## config.mk

```make
export PLATFORM = sky130hd
export DESIGN_NAME = nand_strobe_seq
export DESIGN_NICKNAME = d
export VERILOG_FILES = /design/src/hdl/strobe_fifo.v /design/src/hdl/nand_strobe_seq.v
export VERILOG_INCLUDE_DIRS = /design/src /design/src/pkg
export SDC_FILE = /design/constraint.sdc
export NUM_CORES = 1
export LEC_CHECK = 0
export BUFFER_PORTS_ARGS = -buffer_cell sky130_fd_sc_hd__buf_2
export CAP_MARGIN = 20
export CORE_MARGIN = 2
export CORE_UTILIZATION = 55
export DETAILED_ROUTE_END_ITERATION = 10
export PLACE_DENSITY = 0.74
export REMOVE_ABC_BUFFERS = 1
export SLEW_MARGIN = 10
export SYNTH_ARGS = -nofsm -noshare
export SYNTH_HDL_FRONTEND = slang
export SYNTH_SLANG_ARGS = --single-unit
```

## constraint.sdc

```tcl
create_clock -name REF_CLK -period 5.95 [get_ports REF_CLK]
set_clock_uncertainty 0.1 [all_clocks]
set_input_delay 0 -clock REF_CLK [delete_from_list [all_inputs] [get_ports REF_CLK]]
set_output_delay 0 -clock REF_CLK [all_outputs]
set_load 0.05 [all_outputs]
```

## src/pkg/nand_strobe_defines.vh

```
// Constants for the NAND flash strobe sequencer: timing figures, field widths and reset values.
// Assumes inclusion by bare name from the design files; definitions only.
// Contract
// - Asymmetric mode spends two flash clock periods per read or write strobe, symmetric mode one.
// - The flash clock is made from the slow memory clock by one programmable integer divider.
// - With the ready/busy source mode at 1, ready/busy comes from pin 0 and the capture delay line must be set.
// - The capture delay is four equal units, each 1.25 ns up to one memory clock period, defaulting to a quarter period.
// - The memory slow clock period used for delay and hold figures defaults to 7.5 ns (133 MHz).
// - With more than zero attached devices, chip-enable setup shrinks to 1.5 flash periods in the symmetric data phase only.
`ifndef NAND_STROBE_DEFINES_VH
`define NAND_STROBE_DEFINES_VH
`define CLK_PERIOD_PS 25000
`define ACLK_PERIOD_PS 7500
`define DL_UNIT_MIN_PS 1250
`define DL_UNIT_DEFAULT_PS (`ACLK_PERIOD_PS / 4)
`define DL_UNITS 4
`define DL_TOTAL_DEFAULT_PS 18'h1d4c
`define DIV_W 4
`define DIV_RESET 4'h3
`define DL_W 16
`define CE_SETUP_FULL_TICKS 3'h6
`define CE_SETUP_HALF_TICKS 3'h3
`define MODE_ASYM 1'b0
`define MODE_SYM 1'b1
`endif

```

## src/hdl/strobe_fifo.v

```verilog
// Synchronous FIFO with valid/ready on both sides, flip-flop storage.
// Assumes one clock and a synchronised active-low reset.
`timescale 1ns/1ps
module strobe_fifo #(
	parameter WIDTH = 16,
	parameter DEPTH = 16,
	parameter AW = 4
) (
	input wire clk,
	input wire rst_n,
	input wire in_valid,
	output wire in_ready,
	input wire [WIDTH-1:0] in_data,
	output wire out_valid,
	input wire out_ready,
	output wire [WIDTH-1:0] out_data
);
	reg [WIDTH-1:0] mem [0:DEPTH-1];
	reg [AW-1:0] wr_ptr;
	reg [AW-1:0] rd_ptr;
	reg [AW:0] count;
	wire push;
	wire pop;
	assign in_ready = (count != DEPTH[AW:0]);
	assign out_valid = (count != {(AW+1){1'b0}});
	assign out_data = mem[rd_ptr];
	assign push = in_valid & in_ready;
	assign pop = out_valid & out_ready;
	always @(posedge clk)
	begin
		if (push)
			mem[wr_ptr] <= in_data;
	end
	always @(posedge clk or negedge rst_n)
	begin
		if (!rst_n)
		begin
			wr_ptr <= {AW{1'b0}};
			rd_ptr <= {AW{1'b0}};
			count <= {(AW+1){1'b0}};
		end
		else
		begin
			if (push)
				wr_ptr <= wr_ptr + 1'b1;
			if (pop)
				rd_ptr <= rd_ptr + 1'b1;
			if (push && !pop)
				count <= count + 1'b1;
			else if (pop && !push)
				count <= count - 1'b1;
		end
	end
endmodule // strobe_fifo

```

## src/hdl/nand_strobe_seq.v

```verilog
// NAND flash strobe sequencer: divided flash clock, read/write strobes, chip-enable setup,
// ready/busy source choice, delay-line setting and read data buffering.
// Assumes a 40 MHz REF_CLK standing in for the slow memory clock and asynchronous pin inputs.
`timescale 1ns/1ps
`include "nand_strobe_defines.vh"
module nand_strobe_seq #(
	parameter DATA_W = 16,
	parameter FIFO_DEPTH = 16,
	parameter FIFO_AW = 4
) (
	input wire REF_CLK,
	input wire RESET_N,
	input wire [`DIV_W-1:0] CLK_DIVIDER,
	input wire STROBE_MODE,
	input wire READY_BUSY_SOURCE_MODE,
	input wire [1:0] ATTACHED_DEVICE_COUNT,
	input wire [`DL_W-1:0] DELAY_UNIT_PS,
	input wire REQ_VALID,
	input wire REQ_WRITE,
	input wire [DATA_W-1:0] REQ_WDATA,
	output reg REQ_READY,
	output wire RDATA_VALID,
	input wire RDATA_READY,
	output wire [DATA_W-1:0] RDATA,
	input wire READY_BUSY_PIN0,
	input wire READY_BUSY_PIN1,
	input wire [DATA_W-1:0] FLASH_DATA_IN,
	output reg [DATA_W-1:0] FLASH_DATA_OUT,
	output reg FLASH_DATA_OE,
	output reg CHIP_ENABLE_N,
	output reg READ_STROBE_N,
	output reg WRITE_STROBE_N,
	output reg FLASH_CLK,
	output reg FLASH_READY,
	output reg [`DL_W+1:0] CAPTURE_DELAY_PS
);
	localparam [2:0] ST_IDLE = 3'h0;
	localparam [2:0] ST_SETUP = 3'h1;
	localparam [2:0] ST_LOW = 3'h2;
	localparam [2:0] ST_HIGH = 3'h3;
	localparam [2:0] ST_PUSH = 3'h4;

	////////////////////////////////////////////////////////////////////////////////
	// Reset release and input synchronisers.
	reg [1:0] rst_sync;
	wire rst_n;
	assign rst_n = rst_sync[1];
	always @(posedge REF_CLK or negedge RESET_N)
	begin
		if (!RESET_N)
			rst_sync <= 2'h0;
		else
			rst_sync <= {rst_sync[0], 1'b1};
	end

	reg [1:0] rb0_sync;
	reg [1:0] rb1_sync;
	reg [DATA_W-1:0] din_s1;
	reg [DATA_W-1:0] din_s2;
	always @(posedge REF_CLK or negedge rst_n)
	begin
		if (!rst_n)
		begin
			rb0_sync <= 2'h0;
			rb1_sync <= 2'h0;
			din_s1 <= {DATA_W{1'b0}};
			din_s2 <= {DATA_W{1'b0}};
		end
		else
		begin
			rb0_sync <= {rb0_sync[0], READY_BUSY_PIN0};
			rb1_sync <= {rb1_sync[0], READY_BUSY_PIN1};
			din_s1 <= FLASH_DATA_IN;
			din_s2 <= din_s1;
		end
	end

	////////////////////////////////////////////////////////////////////////////////
	// Flash clock divider; a tick marks each half flash period.
	reg [`DIV_W-1:0] div_cnt;
	wire tick;
	// A divider value of zero gives a half period of one REF_CLK cycle, so the flash clock never stops.
	assign tick = (div_cnt == {`DIV_W{1'b0}});
	always @(posedge REF_CLK or negedge rst_n)
	begin
		if (!rst_n)
		begin
			div_cnt <= {`DIV_W{1'b0}};
			FLASH_CLK <= 1'b0;
		end
		else if (tick)
		begin
			div_cnt <= CLK_DIVIDER;
			FLASH_CLK <= ~FLASH_CLK;
		end
		else
			div_cnt <= div_cnt - 1'b1;
	end

	////////////////////////////////////////////////////////////////////////////////
	// Ready/busy source and delay-line setting.
	always @(posedge REF_CLK or negedge rst_n)
	begin
		if (!rst_n)
		begin
			FLASH_READY <= 1'b0;
			CAPTURE_DELAY_PS <= {(`DL_W+2){1'b0}};
		end
		else
		begin
			FLASH_READY <= READY_BUSY_SOURCE_MODE ? rb0_sync[1] : (rb0_sync[1] & rb1_sync[1]);
			// Units below the minimum or above one memory period fall back to a quarter memory period each.
			if (DELAY_UNIT_PS < `DL_UNIT_MIN_PS || DELAY_UNIT_PS > `ACLK_PERIOD_PS)
				CAPTURE_DELAY_PS <= `DL_TOTAL_DEFAULT_PS;
			else
				CAPTURE_DELAY_PS <= {2'h0, DELAY_UNIT_PS} << 2;
		end
	end

	////////////////////////////////////////////////////////////////////////////////
	// Strobe sequencer, moving on half-period ticks.
	reg [2:0] state;
	reg [2:0] half_cnt;
	reg mode;
	reg is_write;
	reg [DATA_W-1:0] cap_data;
	reg cap_valid;
	reg [1:0] cap_pend;
	wire fifo_ready;
	wire push_now;
	wire [2:0] setup_halves;
	wire [2:0] low_halves;
	wire [2:0] high_halves;
	// Interleaved devices shorten chip-enable setup, only in the symmetric data phase.
	assign setup_halves = (mode == `MODE_SYM && ATTACHED_DEVICE_COUNT != 2'h0) ?
		`CE_SETUP_HALF_TICKS : `CE_SETUP_FULL_TICKS;
	// Asymmetric: low 3 halves + high 1 half = 2T; symmetric: 1 + 1 = 1T.
	assign low_halves = (mode == `MODE_ASYM) ? 3'h3 : 3'h1;
	assign high_halves = 3'h1;
	assign push_now = (state == ST_PUSH) && (cap_pend == 2'h0);

	always @(posedge REF_CLK or negedge rst_n)
	begin
		if (!rst_n)
		begin
			state <= ST_IDLE;
			half_cnt <= 3'h0;
			mode <= `MODE_ASYM;
			is_write <= 1'b0;
			cap_data <= {DATA_W{1'b0}};
			cap_valid <= 1'b0;
			cap_pend <= 2'h0;
			REQ_READY <= 1'b0;
			FLASH_DATA_OUT <= {DATA_W{1'b0}};
			FLASH_DATA_OE <= 1'b0;
			CHIP_ENABLE_N <= 1'b1;
			READ_STROBE_N <= 1'b1;
			WRITE_STROBE_N <= 1'b1;
		end
		else
		begin
			REQ_READY <= 1'b0;
			// The data synchroniser lags two cycles, so the word that stood on the bus as the
			// strobe rose is taken two cycles later.
			cap_pend <= {cap_pend[0], 1'b0};
			if (cap_pend[1])
				cap_data <= din_s2;
			case (state)
			ST_IDLE:
			begin
				if (REQ_VALID && !REQ_READY && FLASH_READY && fifo_ready)
				begin
					mode <= STROBE_MODE;
					is_write <= REQ_WRITE;
					FLASH_DATA_OUT <= REQ_WDATA;
					FLASH_DATA_OE <= REQ_WRITE;
					CHIP_ENABLE_N <= 1'b0;
					half_cnt <= 3'h0;
					state <= ST_SETUP;
				end
			end
			ST_SETUP:
			begin
				if (tick)
				begin
					if (half_cnt + 3'h1 >= setup_halves)
					begin
						half_cnt <= 3'h0;
						READ_STROBE_N <= is_write;
						WRITE_STROBE_N <= ~is_write;
						state <= ST_LOW;
					end
					else
						half_cnt <= half_cnt + 3'h1;
				end
			end
			ST_LOW:
			begin
				if (tick)
				begin
					if (half_cnt + 3'h1 >= low_halves)
					begin
						half_cnt <= 3'h0;
						cap_pend <= {cap_pend[0], ~is_write};
						READ_STROBE_N <= 1'b1;
						WRITE_STROBE_N <= 1'b1;
						state <= ST_HIGH;
					end
					else
						half_cnt <= half_cnt + 3'h1;
				end
			end
			ST_HIGH:
			begin
				if (tick)
				begin
					if (half_cnt + 3'h1 >= high_halves)
					begin
						half_cnt <= 3'h0;
						CHIP_ENABLE_N <= 1'b1;
						FLASH_DATA_OE <= 1'b0;
						cap_valid <= ~is_write;
						state <= ST_PUSH;
					end
					else
						half_cnt <= half_cnt + 3'h1;
				end
			end
			ST_PUSH:
			begin
				// Space was checked before the access began, so the push cannot stall.
				if (push_now && (!cap_valid || fifo_ready))
				begin
					cap_valid <= 1'b0;
					REQ_READY <= 1'b1;
					state <= ST_IDLE;
				end
			end
			default:
				state <= ST_IDLE;
			endcase
		end
	end

	////////////////////////////////////////////////////////////////////////////////
	// Read data buffer; a full buffer holds off new requests.
	// The output register adds one place, so seventeen words fit before requests wait.
	reg rdata_held;
	reg [DATA_W-1:0] rdata_word;
	wire fifo_out_valid;
	wire [DATA_W-1:0] fifo_out_data;
	wire fifo_pop;
	assign fifo_pop = fifo_out_valid && (!rdata_held || RDATA_READY);
	assign RDATA_VALID = rdata_held;
	assign RDATA = rdata_word;
	always @(posedge REF_CLK or negedge rst_n)
	begin
		if (!rst_n)
		begin
			rdata_held <= 1'b0;
			rdata_word <= {DATA_W{1'b0}};
		end
		else if (fifo_pop)
		begin
			rdata_held <= 1'b1;
			rdata_word <= fifo_out_data;
		end
		else if (RDATA_READY)
			rdata_held <= 1'b0;
	end

	strobe_fifo #(
		.WIDTH(DATA_W),
		.DEPTH(FIFO_DEPTH),
		.AW(FIFO_AW)
	) u_rdata_fifo (
		.clk(REF_CLK),
		.rst_n(rst_n),
		.in_valid(cap_valid && push_now),
		.in_ready(fifo_ready),
		.in_data(cap_data),
		.out_valid(fifo_out_valid),
		.out_ready(fifo_pop),
		.out_data(fifo_out_data)
	);
endmodule // nand_strobe_seq

```

After elaboration in Yosys (flattened, before gate mapping)
Memories as Yosys holds them, arrays and structs flattened. A register that Yosys moved wholly into a read port is not among the register bits.
Cells that the tools add are included.
{"block": "totals", "reg_bits": 124, "latch_bits": 0, "ram_bits": 256, "mem_bits_ro": 0, "input_bits": 63, "word_cells": 145, "n_memories": 1}
{"block": "op_classes", "n_addsub": 6, "mul": 0, "n_div": 0, "n_lt_le_gt_ge": 5, "eq_ne": 13, "shifts": 0, "n_mux": 53, "n_bitwise": 5, "reduce_logical": 36}
{"memory": "u_rdata_fifo.mem", "words": 16, "word_bits": 16, "rd": 1, "rd_ports_with_merged_regs": 1, "wr": 1, "line_no": "strobe_fifo.v:18", "text": "reg [WIDTH-1:0] mem [0:DEPTH-1];"}
{"cell": "$mux W3", "n": 16}
{"cell": "$mux W1", "n": 25}
{"cell": "$mux W18", "n": 1}
{"cell": "$gt A16 B13 Y1 const B", "n": 1}
{"cell": "$lt A16 B11 Y1 const B", "n": 1}
{"cell": "$pmux W3 S5", "n": 1}
{"cell": "$ne A2 B2 Y1 const B", "n": 7}
{"cell": "$pmux W3 S4", "n": 1}
{"cell": "$reduce_bool A2 Y1", "n": 6}
{"cell": "$logic_and A1 B1 Y1", "n": 10}
{"cell": "$mux W5", "n": 2}
{"cell": "$pmux W1 S2", "n": 5}
{"cell": "$reduce_and A5 Y1", "n": 2}
{"cell": "$add A4 B1 Y4 const B", "n": 2}
{"cell": "$reduce_and A4 Y1", "n": 2}
{"cell": "$reduce_and A8 Y1", "n": 1}
{"cell": "$eq A3 B2 Y1 const B", "n": 2}
{"cell": "$logic_not A1 Y1", "n": 6}
{"cell": "$add A5 B1 Y5 const B", "n": 1}
{"cell": "$ne A5 B5 Y1 const B", "n": 1}
{"cell": "$reduce_bool A5 Y1", "n": 1}
{"cell": "$sub A5 B1 Y5 const B", "n": 1}
{"cell": "$logic_not A4 Y1", "n": 1}
{"cell": "$mux W4", "n": 1}
{"cell": "other kinds (16)", "n": 21}

Longest topological paths before layout
{"block": "logic_depth", "word_depth": 8, "ltp_mapped": 14}

By module
From an unflattened synthesis, not the netlist that was laid out.
{"block": "unflattened", "hier_cells": 860, "area_unflattened_um2": 15491.1}
{"module": "strobe_fifo", "instances": 1, "cells_per_inst": 548, "area_each_um2": 10864.2, "seq_area_each_um2": 8012.7}
{"module": "nand_strobe_seq", "instances": 1, "cells_per_inst": 312, "area_each_um2": 4626.9, "seq_area_each_um2": 3131.8}

Worst setup path before layout
No wires, ideal clock.
{"block": "synth_path", "path_type": "flip-flop to flip-flop", "startpoint": "register state[1]", "endpoint": "memory u_rdata_fifo.mem[3][0] (enable)", "setup_time_ps": 409, "t_arrival_ps": 2649, "required_time_ps": 5441, "setup_slack_ps": 2791, "path_stages_with_launch": 7, "n_path_buf": 1, "cell_sequence": "dfrtp_1 > or3b_2 > nor3_1 > and3_1 > buf_4 > nand2_1 > nor3_1"}
{"block": "synth_between", "elab_chain_len": 6}
{"element": "from (decl)", "line_no": "nand_strobe_seq.v:122", "text": "reg [2:0] state;"}
{"element": "from (signal assigned)", "line_no": "nand_strobe_seq.v:146", "text": "state <= ST_IDLE;"}
{"element": "from (signal assigned)", "line_no": "nand_strobe_seq.v:179", "text": "state <= ST_SETUP;"}
{"element": "from (signal assigned)", "line_no": "nand_strobe_seq.v:191", "text": "state <= ST_LOW;"}
{"element": "$eq A3 B3 Y1", "line_no": "nand_strobe_seq.v:140", "text": "assign push_now = (state == ST_PUSH) && (cap_pend == 2'h0);"}
{"element": "$logic_and A1 B1 Y1", "line_no": "nand_strobe_seq.v:140"}
{"element": "$logic_and A1 B1 Y1", "line_no": "nand_strobe_seq.v:279", "text": ".in_valid(cap_valid && push_now),"}
{"element": "$and A1 B1 Y1", "line_no": "strobe_fifo.v:27", "text": "assign push = in_valid & in_ready;"}
{"element": "named net u_rdata_fifo.push", "line_no": "strobe_fifo.v:22", "text": "wire push;"}
{"element": "$mux W1", "line_no": "strobe_fifo.v:31", "text": "if (push)"}
{"element": "$mux W1 (not written as such)", "line_no": "strobe_fifo.v:32", "text": "mem[wr_ptr] <= in_data;"}
{"element": "to (decl)", "line_no": "strobe_fifo.v:18"}
The timed path passes the listed nets, and every way through them passes these cells.

Final worst setup path
{"block": "layout_path", "startpoint": "register u_rdata_fifo.count[0]", "endpoint": "register u_rdata_fifo.count[4]"}
{"block": "layout_between", "elab_chain_len": 6, "word_cells_on_any_way": 14, "cone_classes": "2 x add/sub; 1 x eq/ne; 2 x mux; 2 x bitwise; 7 x reduce/logical"}
{"element": "from (decl)", "line_no": "strobe_fifo.v:21", "text": "reg [AW:0] count;"}
{"element": "from (signal assigned)", "line_no": "strobe_fifo.v:40", "text": "count <= {(AW+1){1'b0}};"}
{"element": "from (signal assigned)", "line_no": "strobe_fifo.v:49", "text": "count <= count + 1'b1;"}
{"element": "from (signal assigned)", "line_no": "strobe_fifo.v:51", "text": "count <= count - 1'b1;"}
{"element": "parallel branches: the longest is 6 deep, another holds $sub A5 B1 Y5"}
Parallel ways; which one is timed is not known. The select of a mux whose other input is x is not followed.
A chain may end at the register's enable or synchronous reset.

==> results.py <==
metrics = {
    "critical_path": {
        "max_stage_delay_ns": 0.66,
        "worstSetupStartpoint": "u_rdata_fifo.count[0]$_DFFE_PN0P_",
        "endpoint": "u_rdata_fifo.count[4]$_DFFE_PN0P_",
        "startpoint_type": "flop",
        "worst_setup_path_end_kind": "flop",
        "required_ns": 6.25,
        "slowest_stage": "inv_1",
        "reg2reg_from": "u_rdata_fifo.count[0]$_DFFE_PN0P_",
        "r2r_slack_ns": 2.29,
        "reg2regPathDepth": 12,
        "arrival_ns": 3.96,
        "critPathMaxFanout": 20,
        "rr_endpoint": "u_rdata_fifo.count[4]$_DFFE_PN0P_",
        "critPathKind": "flop to flop",
        "critical_path.cell_chain": "or4_4, nor2_1, nor2b_2, inv_1, ha_1, inv_1, fa_1, a21o_1, a21oi_1, xnor2_1, nor2_1, xnor2_1",
    },
    "logic_synthesis": {
        "synth.distinct_cells": 59,
        "synth.area.top_cells": "edfxtp_1 51%, dfrtp_1 23%, mux4_2 9.6%, mux2_2 2.7%, mux2i_1 2.3%",
        "yosysTopAreaCell": "edfxtp_1",
        "ys_warn_count": 0,
        "async_flop_share_pct": 35.0,
        "postSynthRegisterBits": 394,
        "synthCells": 790,
        "seq_area_frac_synth_pct": 74.5,
        "synth.top_cell.area_share_pct": 51.4,
        "avgSynthCellArea_um2": 18.9,
        "netlist_area_mm2": 0.0150,
        "synth_edf_count": 256,
        "synth-main-ff-cell": "edfxtp_1",
    },
    "timing": {
        "fin_tns_setup_ns": 0,
        "max_freq_mhz": 273,
        "timing.final.max_slew_violations": 0,
        "final-hold-violation-count": 0,
        "fin_ws_ns": 2.29,
        "rsz0062_at_grt": "no",
        "setup_violations": 0,
        "finalCriticalPeriod_ns": 3.66,
        "min_period_over_period_pct": 61.5,
        "tightest_slew_ns": 1.08,
        "slew_headroom_pct": 28.2,
    },
    "floorplanning": {
        "die_x_um": 169,
        "fp.dieH_um": 169,
        "die_area_mm2": 0.0285,
        "start_util_pct": 55.8,
        "num_rows": 60,
        "io_pins": 121,
        "core_area_mm2": 0.0268,
    },
    "global_routing": {
        "overflow": 0,
        "grt_first_pass_wirelength_mm": 46.5,
        "grt_pass1_vias": 8256,
        "antenna_found_initial": 0,
        "grt_max_degree": 72,
        "grt_usage_pct": 21.5,
    },
    "layout": {
        "fin_nets": 1087,
        "layout_commonest_cell": "edfxtp_1",
        "antennaDiodeCount": 0,
        "fill_cells": 1715,
        "layout-drive-gt1-share_pct": 30.0,
        "area_growth_pct": 20.3,
        "mostFrequentLayoutCells": "256 x edfxtp_1, 131 x dfrtp_1, 118 x buf_2",
        "final_area_mm2": 0.0180,
    },
    "clocking": {
        "insertion_delay_ns": 0.53,
        "ctsHtreeMaxLevel": 2,
        "cts_tree": "built",
        "cts.sinks": 394,
        "root_buffer": "clkbuf_16",
        "clk_pin_slew_worst_paths_ns": 0.06,
        "cts_resized": 0,
        "cts_setup_buffers": 0,
        "cts-hold-fix-buffers": 69,
        "numCtsBuffers": 40,
        "cts_buffer_depth": 3,
    },
    "place": {
        "io_buffer_count": 118,
        "dp_hpwl_mm": 16.4,
        "place_area_mm2": 0.0160,
        "post-place-ws_ns": 2.26,
        "gp_congestion": 0.770,
    },
    "routing": {
        "route.detailed.drc": 0,
        "drtIter0Drc": 499,
        "wl_mm": 29.4,
        "post_drt_wl_per_cell_um": 21.3,
        "num_vias": 7788,
        "firstDrtPassIters": 5,
        "via_per_inst": 5.64,
        "ant_nets": 0,
    },
    "run": {
        "maxCapViolCount": 0,
    },
    "pwr": {
        "peakVddDrop_mv": 0.364,
        "power_density_mw_per_mm2": 473,
        "p_leak_uw": 0.00686,
        "p_total_uw": 8500,
    },
    "hold_path": {
        "holdCritStartpoint": "FLASH_DATA_IN[9]",
        "hold_class": "input port to flop",
    },
    "run_status": {
        "status": "finished, final reports clean",
    },
}
flip-flops by register name (all words and copies together) (netlist names), 4 cells and up:
register             count
u_rdata_fifo.wr_ptr      4
din_s2                  16
din_s1                  16
RDATA                   16
u_rdata_fifo.mem       256
cap_data                16
CAPTURE_DELAY_PS        16
u_rdata_fifo.rd_ptr      4
div_cnt                  4
u_rdata_fifo.count       5
FLASH_DATA_OUT          16
worst min path at each step:
stage | to | cells after the start
3_3_place_gp | rst_sync[0]$_DFF_PN0_ | 1
2_1_floorplan | rst_sync[0]$_DFF_PN0_ | 0
5_1_grt | din_s1[0]$_DFF_PN0_ | 2
6_report | din_s1[9]$_DFF_PN0_ | 2
4_1_cts | din_s1[9]$_DFF_PN0_ | 2
3_5_place_dp | rst_sync[0]$_DFF_PN0_ | 1
report_power, final:
part | internal (uW) | switching [uW] | total [uW]
clock | 1430 | 984 | 2420
combinational | 933 | 1240 | 2170
sequential | 3440 | 469 | 3910
total | 5800 | 2690 | 8500
per-stage QoR:
step / std cells / util [%] / hold WS (ns)
after floorplan: 758 / - / -0.396
after global placement: 1237 / 59.7 / -0.315
after detailed placement: 1237 / 59.7 / -0.313
after CTS: 1380 / 67.0 / 0.000488
after global routing: 1381 / 67.1 / 0.0166
final: 1381 / 67.1 / 0.0136
cells by family after synthesis:
family	after synthesis	share of synthesized area (%)
other cells	2	0.0502
mux	135	14.7
flops	394	74.5
xor+xnor	13	0.761
compound gates	67	3.28
buf+inv	52	1.53
simple gates	111	3.78
fa+ha+maj	16	1.39
final cells by class:
| cell class | count | area [um^2] | area share (%) |
|---|---|---|---|
| clock buffer | 53 | 1100 | 6.12 |
| inverter | 16 | 60.1 | 0.334 |
| tap | 341 | 427 | 2.37 |
| timing repair buffer | 208 | 1450 | 8.07 |
| sequential | 394 | 11200 | 62.0 |
| multi-input combinational | 348 | 3620 | 20.1 |
| clock inverter | 21 | 175 | 0.974 |
cell usage after synthesis, drive strengths merged (2+ instances only):
| library cell | instances |
|---|---|
| and2 | 6 |
| a211o | 2 |
| nor3 | 10 |
| mux2 | 36 |
| o211ai | 2 |
| clkbuf | 14 |
| nor2 | 21 |
| xnor2 | 10 |
| edfxtp | 256 |
| and3 | 2 |
| o221ai | 17 |
| dfstp | 3 |
| nor3b | 2 |
| nor2b | 2 |
| nand2b | 11 |
| a21oi | 7 |
| nand3 | 2 |
| o22ai | 2 |
| mux4 | 64 |
| inv | 16 |
| mux2i | 35 |
| dfrtp | 135 |
| o21ai | 17 |
| nand2 | 41 |
| a21o | 4 |
| nand4 | 4 |
| ha | 15 |
| o21a | 2 |
| xor2 | 3 |
| o31ai | 2 |
| or4 | 2 |
| nor4 | 2 |
| buf | 22 |
| conb | 2 |
| o211a | 2 |
routing by layer:
| metal | wire [um] | vias up | part of all wire (%) | GRT usage, % |
|---|---|---|---|---|
| li1 | - | 3512 | - | - |
| met1 | 12300 | 3980 | 42 | 28.6 |
| met2 | 14800 | 260 | 50 | 36.7 |
| met3 | 1890 | 36 | 6.4 | 4.75 |
| met4 | 472 | 0 | 1.6 | 5.40 |
| met5 | 0 | - | 0 | 0 |
worst max-delay path: cells and delay by family (launching register included):
family,cells,cell delay (ns)
simple gates,4,0.89
buf+inv,2,0.78
fa+ha+maj,2,0.73
flops,1,0.44
compound gates,2,0.34
xor+xnor,2,0.26
(Power assumes the default switching activity.)
